<file path="src/rtl/pcq_defs.vh">
// constants for the power, cache and queue control block
// assumes a decoded command front end and an extended config space byte map
// Summary of operation
// notice byte values 01 on, 02/03 off, 04 sleep
// host writes powered-on before other notice values
// busy held after short/long power-off write
// short power-off finishes within switch timeout
// long power-off finishes within long timeout
// later command or priority interrupt restores powered-on
// writing 00 after another value flags switch error
// sleep/wake command accepted while powered on
// sleep notice busy bounded by sleep time byte; the code bounds it by SLEEP_CYC, not by SLEEP_BYTE
// leaving sleep or interrupt abort restores powered-on
// host wakes and selects before full power removal
// barrier orders earlier commits before later ones
// barrier bit of flush byte starts barrier
// unlimited barriers, overflow becomes a full flush
// barrier capability byte reads one when supported
// host sets barrier enable bit 0 first
// forced and reliable writes may bypass barriers
// fifo policy bit; barriers then accepted harmlessly
// task parameter plus start address queues one task
// execute on ready task gives response, starts transfer
// mode switch with nonempty queue is illegal
// execute refused unless block size is 512
// per-task state empty, pending or ready
`ifndef PCQ_DEFS_VH
`define PCQ_DEFS_VH
// byte indices in the extended config space
`define PCQ_IDX_BARRIER_EN   9'h01F
`define PCQ_IDX_FLUSH_CTRL   9'h020
`define PCQ_IDX_POWER_OFF    9'h022
`define PCQ_IDX_SLEEP_TIME   9'h0D8
`define PCQ_IDX_FLUSH_POLICY 9'h0F0
`define PCQ_IDX_BARRIER_CAP  9'h1E6
// notice byte values
`define PCQ_PON_UNSET        8'h00
`define PCQ_PON_ON           8'h01
`define PCQ_PON_SHORT        8'h02
`define PCQ_PON_LONG         8'h03
`define PCQ_PON_SLEEP        8'h04
// field positions
`define PCQ_FLUSH_BIT        0
`define PCQ_BARRIER_BIT      1
`define PCQ_FORCED_BIT       24
`define PCQ_RELIABLE_BIT     31
`define PCQ_SLEEP_ARG_BIT    15
// command indices
`define PCQ_CMD_SLEEP        6'h05
`define PCQ_CMD_SWITCH       6'h06
`define PCQ_CMD_SELECT       6'h07
`define PCQ_CMD_STATUS       6'h0D
`define PCQ_CMD_BLKCNT       6'h17
`define PCQ_CMD_TASK_PARAM   6'h2C
`define PCQ_CMD_TASK_ADDR    6'h2D
`define PCQ_CMD_EXEC_RD      6'h2E
`define PCQ_CMD_EXEC_WR      6'h2F
// task states
`define PCQ_TASK_EMPTY       2'h0
`define PCQ_TASK_PENDING     2'h1
`define PCQ_TASK_READY       2'h2
`define PCQ_TASK_RUN         2'h3
// timeouts in microseconds at 100 cycles each, and the barrier count limit
`define PCQ_CYC_PER_US       100
`define PCQ_SHORT_TIME_US    10000
`define PCQ_LONG_TIME_US     100000
`define PCQ_SLEEP_TIME_US    1000
`define PCQ_BARRIER_LIMIT    8'h10
`endif

</file>
<file path="src/rtl/pcq_control.v">
// power-off notice, cache barrier and task queue control
// assumes commands arrive decoded on clk_sys_i; the bus clock pin is sampled
`timescale 1ns/100ps
`default_nettype none
`include "pcq_defs.vh"
module pcq_control #(
  parameter        SHORT_CYC   = `PCQ_SHORT_TIME_US * `PCQ_CYC_PER_US,
  parameter        LONG_CYC    = `PCQ_LONG_TIME_US * `PCQ_CYC_PER_US,
  parameter        SLEEP_CYC   = `PCQ_SLEEP_TIME_US * `PCQ_CYC_PER_US,
  parameter        BARRIER_ON  = 1,
  parameter        FIFO_POLICY = 0,
  parameter [7:0]  SLEEP_BYTE  = 8'h08
) (
  // system
  input  wire        clk_sys_i,
  input  wire        rst_i,
  // bus pins
  input  wire        mmc_clk_i,
  output wire        dat0_o,
  output reg         dat0_oe_o,
  // decoded commands
  input  wire        cmd_valid_i,
  input  wire [5:0]  cmd_index_i,
  input  wire [31:0] cmd_arg_i,
  input  wire        priority_interrupt_request_i,
  output reg         resp_valid_o,
  output reg         resp_err_o,
  output reg         switch_error_o,
  output reg         illegal_cmd_o,
  // config space read port
  input  wire [8:0]  cfg_rd_addr_i,
  output reg  [7:0]  cfg_rd_data_o,
  // backend
  input  wire        prep_done_i,
  input  wire        blk_512_i,
  input  wire        xfer_busy_i,
  input  wire        xfer_done_i,
  output reg         flush_o,
  output reg         barrier_o,
  output reg         bypass_write_o,
  output reg         sleep_o,
  output reg         xfer_start_o,
  output reg  [4:0]  xfer_task_o,
  output reg  [4:0]  task_probe_id_i_unused_o
);

////////////////////////////////////////////////////////////////////////
// bus clock sampling

  reg        clk_s1_r;
  reg        clk_s2_r;
  reg        clk_s3_r;
  wire       clk_fall = clk_s3_r & ~clk_s2_r;

  // two stages before use; third one only for the edge detector
  always @(posedge clk_sys_i or posedge rst_i) begin
    if (rst_i) begin
      clk_s1_r <= 1'b0;
      clk_s2_r <= 1'b0;
      clk_s3_r <= 1'b0;
    end else begin
      clk_s1_r <= mmc_clk_i;
      clk_s2_r <= clk_s1_r;
      clk_s3_r <= clk_s2_r;
    end
  end

////////////////////////////////////////////////////////////////////////
// command decode

  wire [7:0] sw_idx   = cmd_arg_i[23:16];
  wire [7:0] sw_val   = cmd_arg_i[15:8];
  wire       sw_wr    = cmd_arg_i[25:24] == 2'h3;
  wire [4:0] tid      = cmd_arg_i[20:16];
  wire       is_cmd   = cmd_valid_i;

  function is_cmd_of;
    input [5:0] idx;
    begin
      is_cmd_of = cmd_valid_i && (cmd_index_i == idx);
    end
  endfunction

  // control state; the task table is a local array of 32 slots
  reg  [7:0]  pon_r;
  reg  [7:0]  bar_en_r;
  reg  [7:0]  flush_ctl_r;
  reg         busy_r;
  reg  [31:0] busy_cnt_r;
  reg  [7:0]  bar_cnt_r;
  reg         param_seen_r;
  reg  [4:0]  param_tid_r;
  reg  [4:0]  scan_r;
  reg  [1:0]  task_st_r [0:31];
  reg         q_nonempty;
  integer     i;
  // one loop index per process, so each index has a single driver
  integer     k;

  // any task not empty blocks a mode switch
  always @* begin
    q_nonempty = 1'b0;
    for (i = 0; i < 32; i = i + 1)
      if (task_st_r[i] != `PCQ_TASK_EMPTY)
        q_nonempty = 1'b1;
  end

  wire sw_cmd     = is_cmd_of(`PCQ_CMD_SWITCH);
  wire sw_illegal = sw_cmd && q_nonempty;
  wire sw_ok      = sw_cmd && !q_nonempty && sw_wr;
  wire pon_wr     = sw_ok && ({1'b0, sw_idx} == `PCQ_IDX_POWER_OFF);
  wire pon_zero   = pon_wr && (sw_val == `PCQ_PON_UNSET) &&
                    (pon_r != `PCQ_PON_UNSET);
  wire pon_bad    = pon_wr && (sw_val > `PCQ_PON_SLEEP);
  wire sleep_cmd  = is_cmd_of(`PCQ_CMD_SLEEP);
  // sleep/wake only from powered-on, or after a sleep notice
  wire sleep_ok   = sleep_cmd && ((pon_r == `PCQ_PON_ON) ||
                    (pon_r == `PCQ_PON_SLEEP));
  wire exec_cmd   = is_cmd_of(`PCQ_CMD_EXEC_RD) | is_cmd_of(`PCQ_CMD_EXEC_WR);
  wire exec_ok    = exec_cmd && !xfer_busy_i && blk_512_i &&
                    (task_st_r[tid] == `PCQ_TASK_READY);
  wire addr_ok    = is_cmd_of(`PCQ_CMD_TASK_ADDR) && param_seen_r &&
                    (task_st_r[param_tid_r] == `PCQ_TASK_EMPTY);
  wire addr_bad   = is_cmd_of(`PCQ_CMD_TASK_ADDR) && !addr_ok;
  wire flush_wr   = sw_ok && ({1'b0, sw_idx} == `PCQ_IDX_FLUSH_CTRL);
  // a notice is kept across the select/sleep pair used to enter sleep
  wire keep_cmd   = (pon_r == `PCQ_PON_SLEEP) &&
                    (is_cmd_of(`PCQ_CMD_SLEEP) | is_cmd_of(`PCQ_CMD_SELECT));
  wire cmd_err    = sw_illegal | pon_zero | pon_bad | (sleep_cmd & ~sleep_ok) |
                    (exec_cmd & ~exec_ok) | addr_bad;

////////////////////////////////////////////////////////////////////////
// notice byte, busy timing and sleep

  always @(posedge clk_sys_i or posedge rst_i) begin
    if (rst_i) begin
      pon_r      <= `PCQ_PON_UNSET;
      busy_r     <= 1'b0;
      busy_cnt_r <= 32'h0000_0000;
      sleep_o    <= 1'b0;
    end else begin
      // a notice write below reloads the counter; the later assignment wins
      if (busy_r) begin
        // backend done or timeout reached releases busy
        if (prep_done_i || busy_cnt_r == 32'h0000_0001)
          busy_r <= 1'b0;
        busy_cnt_r <= busy_cnt_r - 32'h0000_0001;
      end
      if (pon_wr && !pon_zero && !pon_bad) begin
        pon_r <= sw_val;
        if (sw_val == `PCQ_PON_SHORT) begin
          busy_r     <= 1'b1;
          busy_cnt_r <= SHORT_CYC[31:0];
        end else if (sw_val == `PCQ_PON_LONG) begin
          busy_r     <= 1'b1;
          busy_cnt_r <= LONG_CYC[31:0];
        end else if (sw_val == `PCQ_PON_SLEEP) begin
          busy_r     <= 1'b1;
          busy_cnt_r <= SLEEP_CYC[31:0];
        end
      end else if (sleep_ok) begin
        sleep_o <= cmd_arg_i[`PCQ_SLEEP_ARG_BIT];
        if (!cmd_arg_i[`PCQ_SLEEP_ARG_BIT])
          pon_r <= `PCQ_PON_ON;
      end else if (priority_interrupt_request_i && busy_r &&
                   pon_r > `PCQ_PON_ON) begin
        pon_r  <= `PCQ_PON_ON;
        busy_r <= 1'b0;
      end else if (is_cmd && !keep_cmd && pon_r > `PCQ_PON_ON) begin
        pon_r <= `PCQ_PON_ON;
      end
    end
  end

  // busy driven low on dat0; changes only on a bus clock falling edge,
  // so a stopped bus clock freezes the pin as the host expects
  assign dat0_o = 1'b0;
  always @(posedge clk_sys_i or posedge rst_i) begin
    if (rst_i)
      dat0_oe_o <= 1'b0;
    else if (clk_fall)
      dat0_oe_o <= busy_r;
  end

////////////////////////////////////////////////////////////////////////
// cache barrier and flush

  always @(posedge clk_sys_i or posedge rst_i) begin
    if (rst_i) begin
      bar_en_r       <= 8'h00;
      flush_ctl_r    <= 8'h00;
      bar_cnt_r      <= 8'h00;
      flush_o        <= 1'b0;
      barrier_o      <= 1'b0;
      bypass_write_o <= 1'b0;
    end else begin
      flush_o   <= 1'b0;
      barrier_o <= 1'b0;
      if (sw_ok && ({1'b0, sw_idx} == `PCQ_IDX_BARRIER_EN))
        bar_en_r <= sw_val;
      if (is_cmd_of(`PCQ_CMD_BLKCNT))
        bypass_write_o <= cmd_arg_i[`PCQ_FORCED_BIT] |
                          cmd_arg_i[`PCQ_RELIABLE_BIT];
      if (flush_wr) begin
        flush_ctl_r <= sw_val;
        if (sw_val[`PCQ_FLUSH_BIT]) begin
          flush_o   <= 1'b1;
          bar_cnt_r <= 8'h00;
        end else if (sw_val[`PCQ_BARRIER_BIT] && BARRIER_ON != 0 &&
                     bar_en_r[0]) begin
          // in-order policy makes a barrier a harmless no-op
          if (FIFO_POLICY == 0) begin
            if (bar_cnt_r == `PCQ_BARRIER_LIMIT) begin
              flush_o   <= 1'b1;
              bar_cnt_r <= 8'h00;
            end else begin
              barrier_o <= 1'b1;
              bar_cnt_r <= bar_cnt_r + 8'h01;
            end
          end
        end
      end else begin
        flush_ctl_r <= 8'h00;  // bits self-clear once acted on
      end
    end
  end

////////////////////////////////////////////////////////////////////////
// task queue

  // one pending task per cycle is promoted; prep is trivially quick here
  always @(posedge clk_sys_i or posedge rst_i) begin
    if (rst_i) begin
      for (k = 0; k < 32; k = k + 1)
        task_st_r[k] <= `PCQ_TASK_EMPTY;
      param_seen_r <= 1'b0;
      param_tid_r  <= 5'h00;
      scan_r       <= 5'h00;
      xfer_start_o <= 1'b0;
      xfer_task_o  <= 5'h00;
    end else begin
      xfer_start_o <= 1'b0;
      scan_r       <= scan_r + 5'h01;
      if (task_st_r[scan_r] == `PCQ_TASK_PENDING)
        task_st_r[scan_r] <= `PCQ_TASK_READY;
      if (xfer_done_i)
        task_st_r[xfer_task_o] <= `PCQ_TASK_EMPTY;
      if (is_cmd_of(`PCQ_CMD_TASK_PARAM)) begin
        param_seen_r <= 1'b1;
        param_tid_r  <= tid;
      end else if (is_cmd) begin
        param_seen_r <= 1'b0;
      end
      if (addr_ok)
        task_st_r[param_tid_r] <= `PCQ_TASK_PENDING;
      if (exec_ok) begin
        task_st_r[tid] <= `PCQ_TASK_RUN;
        xfer_start_o   <= 1'b1;
        xfer_task_o    <= tid;
      end
    end
  end

////////////////////////////////////////////////////////////////////////
// responses, status and config reads

  // status flags are sticky until a status read; a new error wins
  always @(posedge clk_sys_i or posedge rst_i) begin
    if (rst_i) begin
      resp_valid_o   <= 1'b0;
      resp_err_o     <= 1'b0;
      switch_error_o <= 1'b0;
      illegal_cmd_o  <= 1'b0;
      cfg_rd_data_o  <= 8'h00;
      task_probe_id_i_unused_o <= 5'h00;
    end else begin
      resp_valid_o <= is_cmd;
      resp_err_o   <= cmd_err;
      if (pon_zero | pon_bad)
        switch_error_o <= 1'b1;
      else if (is_cmd_of(`PCQ_CMD_STATUS))
        switch_error_o <= 1'b0;
      if (sw_illegal | (cmd_err & ~pon_zero & ~pon_bad))
        illegal_cmd_o <= 1'b1;
      else if (is_cmd_of(`PCQ_CMD_STATUS))
        illegal_cmd_o <= 1'b0;
      task_probe_id_i_unused_o <= param_tid_r;
      // bytes not kept by this block read as zero
      case (cfg_rd_addr_i)
        `PCQ_IDX_BARRIER_EN:   cfg_rd_data_o <= bar_en_r;
        `PCQ_IDX_FLUSH_CTRL:   cfg_rd_data_o <= flush_ctl_r;
        `PCQ_IDX_POWER_OFF:    cfg_rd_data_o <= pon_r;
        `PCQ_IDX_SLEEP_TIME:   cfg_rd_data_o <= SLEEP_BYTE;
        `PCQ_IDX_FLUSH_POLICY: cfg_rd_data_o <= (FIFO_POLICY != 0) ? 8'h01 : 8'h00;
        `PCQ_IDX_BARRIER_CAP:  cfg_rd_data_o <= (BARRIER_ON != 0) ? 8'h01 : 8'h00;
        default:               cfg_rd_data_o <= 8'h00;
      endcase
    end
  end

endmodule // pcq_control
`default_nettype wire

</file>
<file path="config.mk">
export PLATFORM = sky130hd
export DESIGN_NAME = pcq_control
export DESIGN_NICKNAME = d
export VERILOG_FILES = /design/src/rtl/pcq_control.v
export VERILOG_INCLUDE_DIRS = /design/src /design/src/rtl
export SDC_FILE = /design/constraint.sdc
export NUM_CORES = 1
export LEC_CHECK = 0
export BUFFER_PORTS_ARGS = -buffer_cell sky130_fd_sc_hd__buf_4
export CORE_MARGIN = 2
export CORE_UTILIZATION = 40
export CTS_BUF_LIST = sky130_fd_sc_hd__clkbuf_4
export DETAILED_ROUTE_END_ITERATION = 12
export GPL_TIMING_DRIVEN = 1
export SLEW_MARGIN = 25
export SYNTH_ARGS = -nofsm -noshare
export SYNTH_HDL_FRONTEND = slang
export SYNTH_SLANG_ARGS = --single-unit
export TNS_END_PERCENT = 10
</file>
<file path="constraint.sdc">
create_clock -name clk_sys_i -period 14.15 [get_ports clk_sys_i]
set_clock_uncertainty 0.1 [all_clocks]
set_input_delay 2.83 -clock clk_sys_i [delete_from_list [all_inputs] [get_ports clk_sys_i]]
set_output_delay 2.83 -clock clk_sys_i [all_outputs]
set_load 0.005 [all_outputs]
</file>
Word-level counts from Yosys, hierarchy flattened
Index checks and enable logic that the tools add are counted.
W data, S select, Z words.
{ "classes": {"n_mux": 90, "n_addsub": 3, "n_lt_le_gt_ge": 10, "reduce_logical": 88, "n_eq_ne": 28, "bitwise": 34} }
{ "op_table": {"columns": ["operator", "n"], "rows": [
  ["$mux W64", 4],
  ["$mux W32", 5],
  ["$mux W8", 9],
  ["$reduce_bool A2 Y1", 36],
  ["$and A32 B32 Y32", 2],
  ["$and A64 B64 Y64", 1],
  ["$not A32 Y32", 2],
  ["$not A64 Y64", 1],
  ["$or A32 B32 Y32", 2],
  ["$or A64 B64 Y64", 1],
  ["$mux W1", 54],
  ["$demux W2 S5", 4],
  ["$pmux W8 S5", 1],
  ["$logic_and A1 B1 Y1", 37],
  ["$eq A32 B1 Y1 const B", 1],
  ["$sub A32 B1 Y32 const B", 1],
  ["$bmux W2 S5", 3],
  ["$eq A6 B6 Y1 const B", 4],
  ["$ge A6 B6 Y1 const B", 4],
  ["$lt A6 B1 Y1 const B", 4],
  ["$not A5 Y6", 4],
  ["$mux W2", 10],
  ["$eq A6 B3 Y1 const B", 3],
  ["$eq A9 B6 Y1 const B", 2],
  ["27 further kinds", 58]
]} }
{ "word_totals": {"output_inout_bits": 29, "regBits": 171, "input_bits": 56} }

Longest topological paths before layout
Gate-level depths: netlist (run 1).
{ "logic_depth": {"word_depth": 48, "ltp_mapped": 11, "mapped_depth_nobuf": 9} }

Least setup slack after synthesis (run 1)
No wires, ideal clock.
{ "synth_timing": {"path_kind": "input to register", "startpoint": "in cmd_arg_i[17]", "endpoint": "reg task_st_r[12] (netlist name)", "t_required_ns": 13.926, "t_arrival_ns": 4.769, "setup_slack_ns": 9.158, "path_stages": 9, "path_cell_list": "buf_2 > buf_4 > mux4_2 > a221oi_1 > o211ai_1 > and3_1 > buf_4 > and3_1 > a211o_1"} }
{ "synth_via": {"elab_chain_len": 7} }
{ "synth_rtl": {"columns": ["item", "line", "text"], "rows": [
  ["start, declared", "pcq_control.v:24", "input wire [31:0] cmd_arg_i,"],
  ["$not A5 Y6 (*)", "pcq_control.v:121", "(task_st_r[tid] == `PCQ_TASK_READY);"],
  ["$ge A6 B6 Y1 (no source line) (tied with other cells)", null, null],
  ["$logic_and A1 B1 Y1 (no source line) or $mux W2 (tied branches)", null, null],
  ["$mux W2, on equally long branches", null, null],
  ["$demux W2 S5 (no source line) or $eq A2 B2 Y1 (tied branches)", null, null],
  ["$or A64 B64 Y64 (no source line) or $logic_and A1 B1 Y1 (tied branches)", null, null],
  ["$mux W64 (*)", "pcq_control.v:256", "if (exec_ok) begin"],
  ["end signal, assigned by index", "pcq_control.v:247", "task_st_r[xfer_task_o] <= `PCQ_TASK_EMPTY;"],
  ["end signal, assigned by index", "pcq_control.v:255", "task_st_r[param_tid_r] <= `PCQ_TASK_PENDING;"],
  ["end signal, assigned by index", "pcq_control.v:257", "task_st_r[tid] <= `PCQ_TASK_RUN;"],
  ["end, declared", "pcq_control.v:94", "reg [1:0] task_st_r [0:31];"]
]} }
Mark *: on every way between the ends. The rest lies on a longest branch, timed or not. The select of a mux whose other input is x is not followed.
A chain may end at the register's enable or synchronous reset.

Worst setup path in the final report (run 1)
{ "layout_timing": {"startpoint": "in cmd_arg_i[20]", "endpoint": "reg task_st_r[36] (netlist name)"} }
The elaborated chain is that of the path after synthesis.

==> summary by stage, run 1 <==
Yosys
The mapped netlist covers approximately 0.010 mm2. The flop and latch count out of synthesis is between 150 and 200. For this run, asynchronously set or reset flops after synthesis account for 100%. The portion of synthesized cell area occupied by the leading cell type is between 40% and 50%. The share of synthesized area occupied by flip-flops and latches is 40.9%.

A synthesized cell averages roughly 9.6 um2. The most instantiated library cell after synthesis is sky130_fd_sc_hd__dfrtp_1. The number of enable flip-flop cells after synthesis is 0. The number of distinct standard cells referenced by the synthesized netlist is 75. The synthesized netlist net count is between 1000 and 1500. The predominant post-synthesis flop cell is sky130_fd_sc_hd__dfrtp_1.

By count the netlist is led by 171 x sky130_fd_sc_hd__dfrtp_1, 100 x sky130_fd_sc_hd__nand2_1, 92 x sky130_fd_sc_hd__nor2_1. The cell count after synthesis came out at around 1100. By area the synthesized netlist is led by sky130_fd_sc_hd__dfrtp_1 41%, sky130_fd_sc_hd__mux2i_1 3.9%, sky130_fd_sc_hd__mux4_2 3.9%, sky130_fd_sc_hd__o21ai_0 3.9%, sky130_fd_sc_hd__o221ai_1 3.7%. During synthesis, Yosys emitted a total of 0 warnings. Summed over all instances, the cell type with the most area after synthesis is sky130_fd_sc_hd__dfrtp_1.

Placed design
The congestion estimate from routability-driven global placement came to roughly 0.97. The worst setup timing slack at the placement stage is 8.03 ns. The count of buffers inserted at the top-level ports is 70.

The count of placed standard cells including taps is 1427. Once detailed placement completed, the half-perimeter wirelength came to between 20000 and 25000 um.

Detailed routing
In the final routed layout, each cell accounts on average for 23.1 um. The pre-antenna-repair detailed-routing pass consisted of 6 iterations. The residual DRC count is 0. The vias after detailed routing is between 9000 and 10000.

The total wire length after detailed routing is about 34000 um. Using the TritonRoute via totals, the vias-per-cell ratio works out to around 6.3. The residual antenna-violating net count after detailed routing is 0.

For this block, the initial DRC count from the detailed router was around 1000.

GRT
The number of antenna violations at the first check in global routing is 1. The pin count of the biggest net entering global routing is 59. Summed over all layers, the global routing overflow is 0. The global-route total usage across every layer is between 20 and 25%.

The number of global-route vias before repair is between 8000 and 9000. The first-pass GRT wire length is between 50000 and 60000 um.

Timing
The worst pin sits at a relative slew slack of approximately a quarter. The hold violation total from the final report came to 0. Across all setup checks in the final design, the least slack found is approximately 8.6 ns. The shortest clock period the worst path allows after layout is between 5 and 6 ns. The final number of setup-violating endpoints is 0. The period utilization is 39.3%. The worst hold slack is about 0.28 ns. The max-slew violation total from the final report was 0. Setup total negative slack on the finished layout was measured at 0 ns.

The peak clock frequency supported by timing is 180 MHz. For the pin with the worst max-slew slack, the measured transition is approximately 1.1 ns. Setup repair after global routing left no endpoint under its margin.

Layout
The area growth from synthesis to layout is 9.14%. The core utilization of the finished layout is 44.2%. For this run, the post-layout net count is approximately 1200. The number of non-filler instances in the completed layout is roughly 1500. Cells with a size suffix above 1 make up between 10% and 20% of the layout.

CTS
In this run, post-CTS hold repair placed 0 buffers. The tree is rooted in a sky130_fd_sc_hd__clkbuf_4. The clock passes through at most 2 buffers. The clock net sink count is about 170. Once the clock tree was built, the setup fixing pass inserted 0 buffers. In this run, CTS created clock tree buffers numbering 17. The register clock-pin slew on the reported worst setup and hold paths is between 0.15 and 0.2 ns. The number of cells upsized or downsized after cts is 0. The number of H-tree levels is 4.

The later pin in the worst-skew pair is clocked with a latency of approximately 0.60 ns. The TritonCTS clock tree is built.

Critical path
The worst setup path category is primary input to flop. In this run the worst path has a maximum fanout of 21. The worst setup path is captured at a flop. STA classifies the critical path startpoint as a primary input.

The data arrival at the endpoint of the critical path is 5.96 ns. Data on the critical path is required at its endpoint by 14.55 ns.

Floorplanning
The site row count is 59. The die area is 0.0275 mm2. For this design the top-level I/O count stands at 85. The die width is 166 um.

For this configuration, the core starts out at a cell density of 40.5%. The floorplan step defined a core boundary enclosing approximately 0.026 mm2. The die extent in y is roughly 170 um.

Power and ir drop
Registers are responsible for between 50 and 60% of the overall power. Power spread over the standard cell area amounts to between 70 and 80 mW/mm2. The net switching component of the power is ~0.27 mW.

Combinational cells account for ~8.4% of the total power. Of the total power, the share spent switching nets is approximately 29%. The clock power share is a little over a third. Internal power comes to roughly 0.64 mW. Summed over all cells, the static leakage comes to between 4 and 5 nW. The peak supply drop is slightly below 0.07 mV.

Worst hold path
The path category of the worst min-delay check is flop to flop.

Job
Max-cap violations in this run came to 0.

Run status
The flow ran to the end, and the final reports show no timing, DRC or antenna violations.
registers in the layout, indices dropped and copies added (netlist names), 5 cells and up:
register / flops
cfg_rd_data_o: 8
xfer_task_o: 5
param_tid_r: 5
busy_cnt_r: 32
task_st_r: 64
task_probe_id_i_unused_o: 5
scan_r: 5
flush_ctl_r: 8
bar_cnt_r: 8
pon_r: 8
bar_en_r: 8
power by group through the flow:
stage / clock, mW / combinational (mW) / sequential (mW)
final: 0.320 / 0.0764 / 0.510
after global placement: 0 / 0.0758 / 0.518
after global routing: 0.344 / 0.0834 / 0.511
after detailed placement: 0 / 0.0762 / 0.518
after CTS: 0.325 / 0.0764 / 0.509
after floorplan: 0 / 0.0508 / 0.508
per-layer routing:
layer / vias to the layer above / global-route usage, % / wire, um
li1: 4139 / - / -
met1: 4456 / 33.5 / 14100
met4: 0 / 9.72 / 1260
met3: 92 / 5.83 / 3040
met2: 487 / 38.4 / 15300
met5: - / 0 / 0
worst max-delay path, stage by stage:
cell	delay, ns
sky130_fd_sc_hd__buf_4	0.28
sky130_fd_sc_hd__nor3b_1	0.80
sky130_fd_sc_hd__a221oi_1	0.31
sky130_fd_sc_hd__o211ai_1	0.25
sky130_fd_sc_hd__and3_1	0.45
sky130_fd_sc_hd__nand3_1	0.62
sky130_fd_sc_hd__o211ai_1	0.40
placed cells by master (no fill, tap or decap), drive strengths merged, types with 5 or more instances in the layout:
master	instances
nor4	31
nor3b	16
a21o	17
mux2	20
xor2	12
inv	26
or2	10
mux2i	41
xnor2	20
ha	8
nand4	8
and3b	7
a211o	16
o21a	23
a21bo	8
dfrtp	171
o22a	12
and2	14
nand3b	15
nand2b	9
buf	74
or3	11
nor3	35
nor2	93
mux4	18
o221ai	44
or3b	10
o21ai	82
o211ai	7
and3	15
nand2	101
a31oi	5
nand3	28
or4	9
o22ai	14
clkbuf	18
a21oi	28
metrics by stage:
step / instance area, um2 / power [mW]
floorplan: 10500 / 0.559
global placement: 11100 / 0.594
detailed placement: 11100 / 0.594
CTS: 11400 / 0.910
global route: 11400 / 0.938
finish: 11400 / 0.906
worst paths after layout:
check                                 end  slack, ns  cells after the start           start
max                         task_st_r[36]       8.59                      7   cmd_arg_i[20]
min in group asynchronous  busy_cnt_r[11]       2.13                      2           rst_i
max in group asynchronous  busy_cnt_r[22]       9.85                      4           rst_i
max reg2reg                 task_st_r[44]      10.19                      7  param_tid_r[0]
min reg2reg                      clk_s2_r       0.28                      0        clk_s1_r
min                              clk_s2_r       0.28                      0        clk_s1_r
kinds of logic (layout without fill, tap and decap cells):
family / count (synthesis) / count (layout) / synth area share, %
fa+ha+maj: 8 / 8 / 0.957
mux: 79 / 79 / 9.99
flops: 171 / 171 / 40.9
buf+inv: 90 / 125 / 4.08
simple gates: 423 / 423 / 22.3
other cells: 1 / 2 / 0.0359
xor+xnor: 32 / 32 / 2.68
compound gates: 286 / 286 / 19.1
area by class of cell:
class / count / area (um2)
fill: 2523 / 14400
multi-input combinational: 829 / 5760
sequential: 171 / 4280
timing repair buffer: 74 / 563
tap: 335 / 419
clock inverter: 14 / 176
clock buffer: 18 / 135
inverter: 19 / 76.3
antenna: 1 / 2.50
No activity file was read; power rests on OpenSTA's default activity.
==> run 2, diff against run 1 <==
==> constraint.sdc (replaced) <==
create_clock -name clk_sys_i -period 5.3 [get_ports clk_sys_i]
set_clock_uncertainty 0.1 [all_clocks]
set_input_delay 1.06 -clock clk_sys_i [delete_from_list [all_inputs] [get_ports clk_sys_i]]
set_output_delay 1.06 -clock clk_sys_i [all_outputs]
set_load 0.005 [all_outputs]
==> summary by stage, run 2 (synthesized netlist as in run 1, its figures left out) <==
Run status
The flow ran to the end, and the final reports show no timing, DRC or antenna violations.

Placed design
The worst setup timing slack at the placement stage was 1.00 ns (-7.03 ns). The cell area after placement is 0.0112 mm2 (+0.64%). The HPWL reported at the end of detailed placement is 23800 um (+1.9%). The count of buffers inserted at the top-level ports is 70 (unchanged). The count of placed standard cells including taps is 1435 (+0.56%).

The final estimated routing congestion in global placement is 0.967 (-0.81%).

CTS
The TritonCTS clock tree is built. The clock latency on the worst-skew pair was 0.63 ns (+0.03 ns). The clock root buffer is sky130_fd_sc_hd__clkbuf_4. The register clock-pin slew on the reported worst setup and hold paths is 0.17 ns (about the same). The number of H-tree levels is 4 (unchanged). The worst-case clock buffer depth was 2 (unchanged). The number of setup buffers added after CTS came to 0 (unchanged). The total CTS buffers came to 17 (unchanged).

The clock net sink count is 171 (unchanged). The number of cells upsized or downsized after cts is 0 (unchanged). The number of hold buffers added after cts is 0 (unchanged).

Floorplanning
The die width came to 166 um (unchanged). The die extent in y is 166 um (unchanged). The placeable core region is 0.0258 mm2 (unchanged). The initial standard-cell utilization of the core was 40.5% (unchanged). The site row count is 59 (unchanged). The die area came to 0.0275 mm2 (unchanged). The I/O pin count is 85 (unchanged).

Layout
The library cells used most frequently in the layout, excluding fill and tap cells, are 171 x sky130_fd_sc_hd__dfrtp_1, 100 x sky130_fd_sc_hd__nand2_1, 92 x sky130_fd_sc_hd__nor2_1, 81 x sky130_fd_sc_hd__o21ai_0, 80 x sky130_fd_sc_hd__buf_4. The most common cell after layout, fill and taps aside is sky130_fd_sc_hd__dfrtp_1. The flip-flop count of the largest register after layout is 64 (unchanged). The final design area excluding fillers was 0.0115 mm2 (+0.86%). The register with the most flip-flops is task_st_r. The share of final-layout standard cells stronger than drive strength 1 is 17.7% (+0.76 points). The area growth from synthesis to final layout is 10.1%. In the final layout, the registers with the most flip-flops are task_st_r (64), busy_cnt_r (32). The final net count was 1184 (+0.68%). The number of non-filler instances in the completed layout is 1469 (+0.55%).

GRT
The aggregate global routing overflow is 0 (unchanged). The number of global-route vias before repair is 9038 (+0.56%). The number of antenna violations at the first check in global routing is 1 (unchanged). The first-pass GRT wire length is 53900 um (+1.1%). The pin count of the biggest net entering global routing is 172 (+190%). The global-route total usage across every layer was 25.1% (+0.34 points).

Detailed routing
The violation count after the first detailed-routing iteration came to 990 (-5.5%). The vias after detailed routing is 9268 (+1.0%). The residual antenna-violating net count after detailed routing is 0 (unchanged). The mean routed wirelength per cell is 23.5 um (+1.8%). The routed via count divided by cell count is 6.31 (+0.47%). The total wire length after detailed routing is 34500 um (+2.4%).

The residual DRC count is 0 (unchanged). The first-pass iteration count of the detailed router is 6 (unchanged).

Timing
The worst hold slack is 0.261 ns (-0.0189 ns). The final number of setup-violating endpoints is 0 (unchanged). The hold violation total from the final report is 0 (unchanged).

The actual slew at the worst max-slew pin came to 1.05 ns (-0.0508 ns). For this run, the top clock speed supported by timing is 267 MHz. The setup TNS was 0 ns (unchanged). The smallest clock period supported by the final layout is computed as 3.74 ns. Setup repair after global routing left no endpoint under its margin. The tightest slew margin relative to the limit is 29.9% (+3.5 points). The worst path setup slack after routing is 1.56 ns (-7.04 ns). The max-slew violation total from the final report came to 0 (unchanged). After layout, the worst path uses between 70% and 80% of the clock period.

Critical path
The maximum fanout along the worst path is 21 (unchanged). The worst setup path category is primary input to flop. The data arrival at the endpoint of the critical path is 4.17 ns (-1.79 ns). The worst register-to-register path ends at task_st_r[9]. The worst setup path is launched from a primary input. The slack of the worst reg-to-reg path came to 1.56 ns (-8.63 ns). The cell repeated most along the worst path is sky130_fd_sc_hd__o211ai_1. The peak per-stage delay on the critical path is 0.66 ns (-0.14 ns).

The logic depth of the worst register-to-register path was 8 (+1). The required time of the critical path is 5.73 ns (-8.82 ns). The kind of capture point of the worst setup path is a flop. The worst register-to-register path begins at param_tid_r[0].

For this design, the slowest cell found on the critical path is sky130_fd_sc_hd__nand3_1. The signal on the critical path passes through buf_4 > or3b_2 > o22ai_1 > nor3_1 > o211ai_1 > and3_1 > nand3_1 > o211ai_1.

Power and ir drop
The leakage component of the power is 4.70 nW (+1.1%). The peak supply drop was 0.116 mV (+68%). The power density of the placed cells is 211 mW/mm2 (+170%).

Job
The number of max-capacitance violations reported is 0 (unchanged).

Worst hold path
The hold path startpoint is clk_s1_r. The hold-critical path depth came to 0 (unchanged). The worst hold path terminates at clk_s2_r. The path class of the tightest hold or removal check is flop to flop.
run 2: cell types whose count changed in the layout (fill, tap and decap cells not counted), sizes merged:
cell	before	now
buf	74	82
bufinv	2	1
clkbuf	18	17
clkinv	4	7
clkinvlp	1	2
inv	26	24
run 2: final cells by class:
cell class	instances	area, um2
Fill cell	2539	14300
Multi-Input combinational cell	829	5760
Sequential cell	171	4280
Timing Repair Buffer	82	648
Tap cell	335	419
Clock inverter	15	198
Clock buffer	17	128
Inverter	19	75.1
Antenna cell	1	2.50
run 2: how the worst max path moves through the flow:
stage	slack (ns)	end	cells after the start	start
floorplan	1.96	bar_cnt_r[0]	1	rst_i
global placement	1.04	task_st_r[44]	8	cmd_arg_i[16]
detailed placement	1.00	task_st_r[53]	8	cmd_arg_i[16]
CTS	1.65	task_st_r[37]	8	cmd_arg_i[16]
global route	1.40	task_st_r[53]	8	cmd_arg_i[16]
finish	1.56	task_st_r[60]	8	cmd_arg_i[18]
run 2: report_power, final:
part	internal (mW)	total (mW)	switching, mW
registers	1.32	1.36	0.0389
logic	0.0797	0.207	0.127
clock network	0.268	0.856	0.587
total	1.67	2.42	0.754
run 2: per-stage QoR:
step / total power, mW / utilization [%]
4_1_cts: 2.43 / 44.4
3_5_place_dp: 1.59 / 43.2
3_3_place_gp: 1.59 / 43.1
2_1_floorplan: 1.49 / -
6_report: 2.42 / 44.6
5_1_grt: 2.51 / 44.6
run 2: per-layer routing:
metal	vias up	GRT usage [%]	routed length, um
met5	-	0	0
met4	0	9.75	1030
li1	4135	-	-
met3	73	5.16	2920
met1	4573	34.5	14800
met2	487	39.0	15800
run 2: critical path, delay by kind of cell:
kind / cells / cell delay [ns]
AND/OR/NAND/NOR: 4 / 1.82
AO/OA/AOI/OAI: 3 / 1.01
buffers and inverters: 1 / 0.26
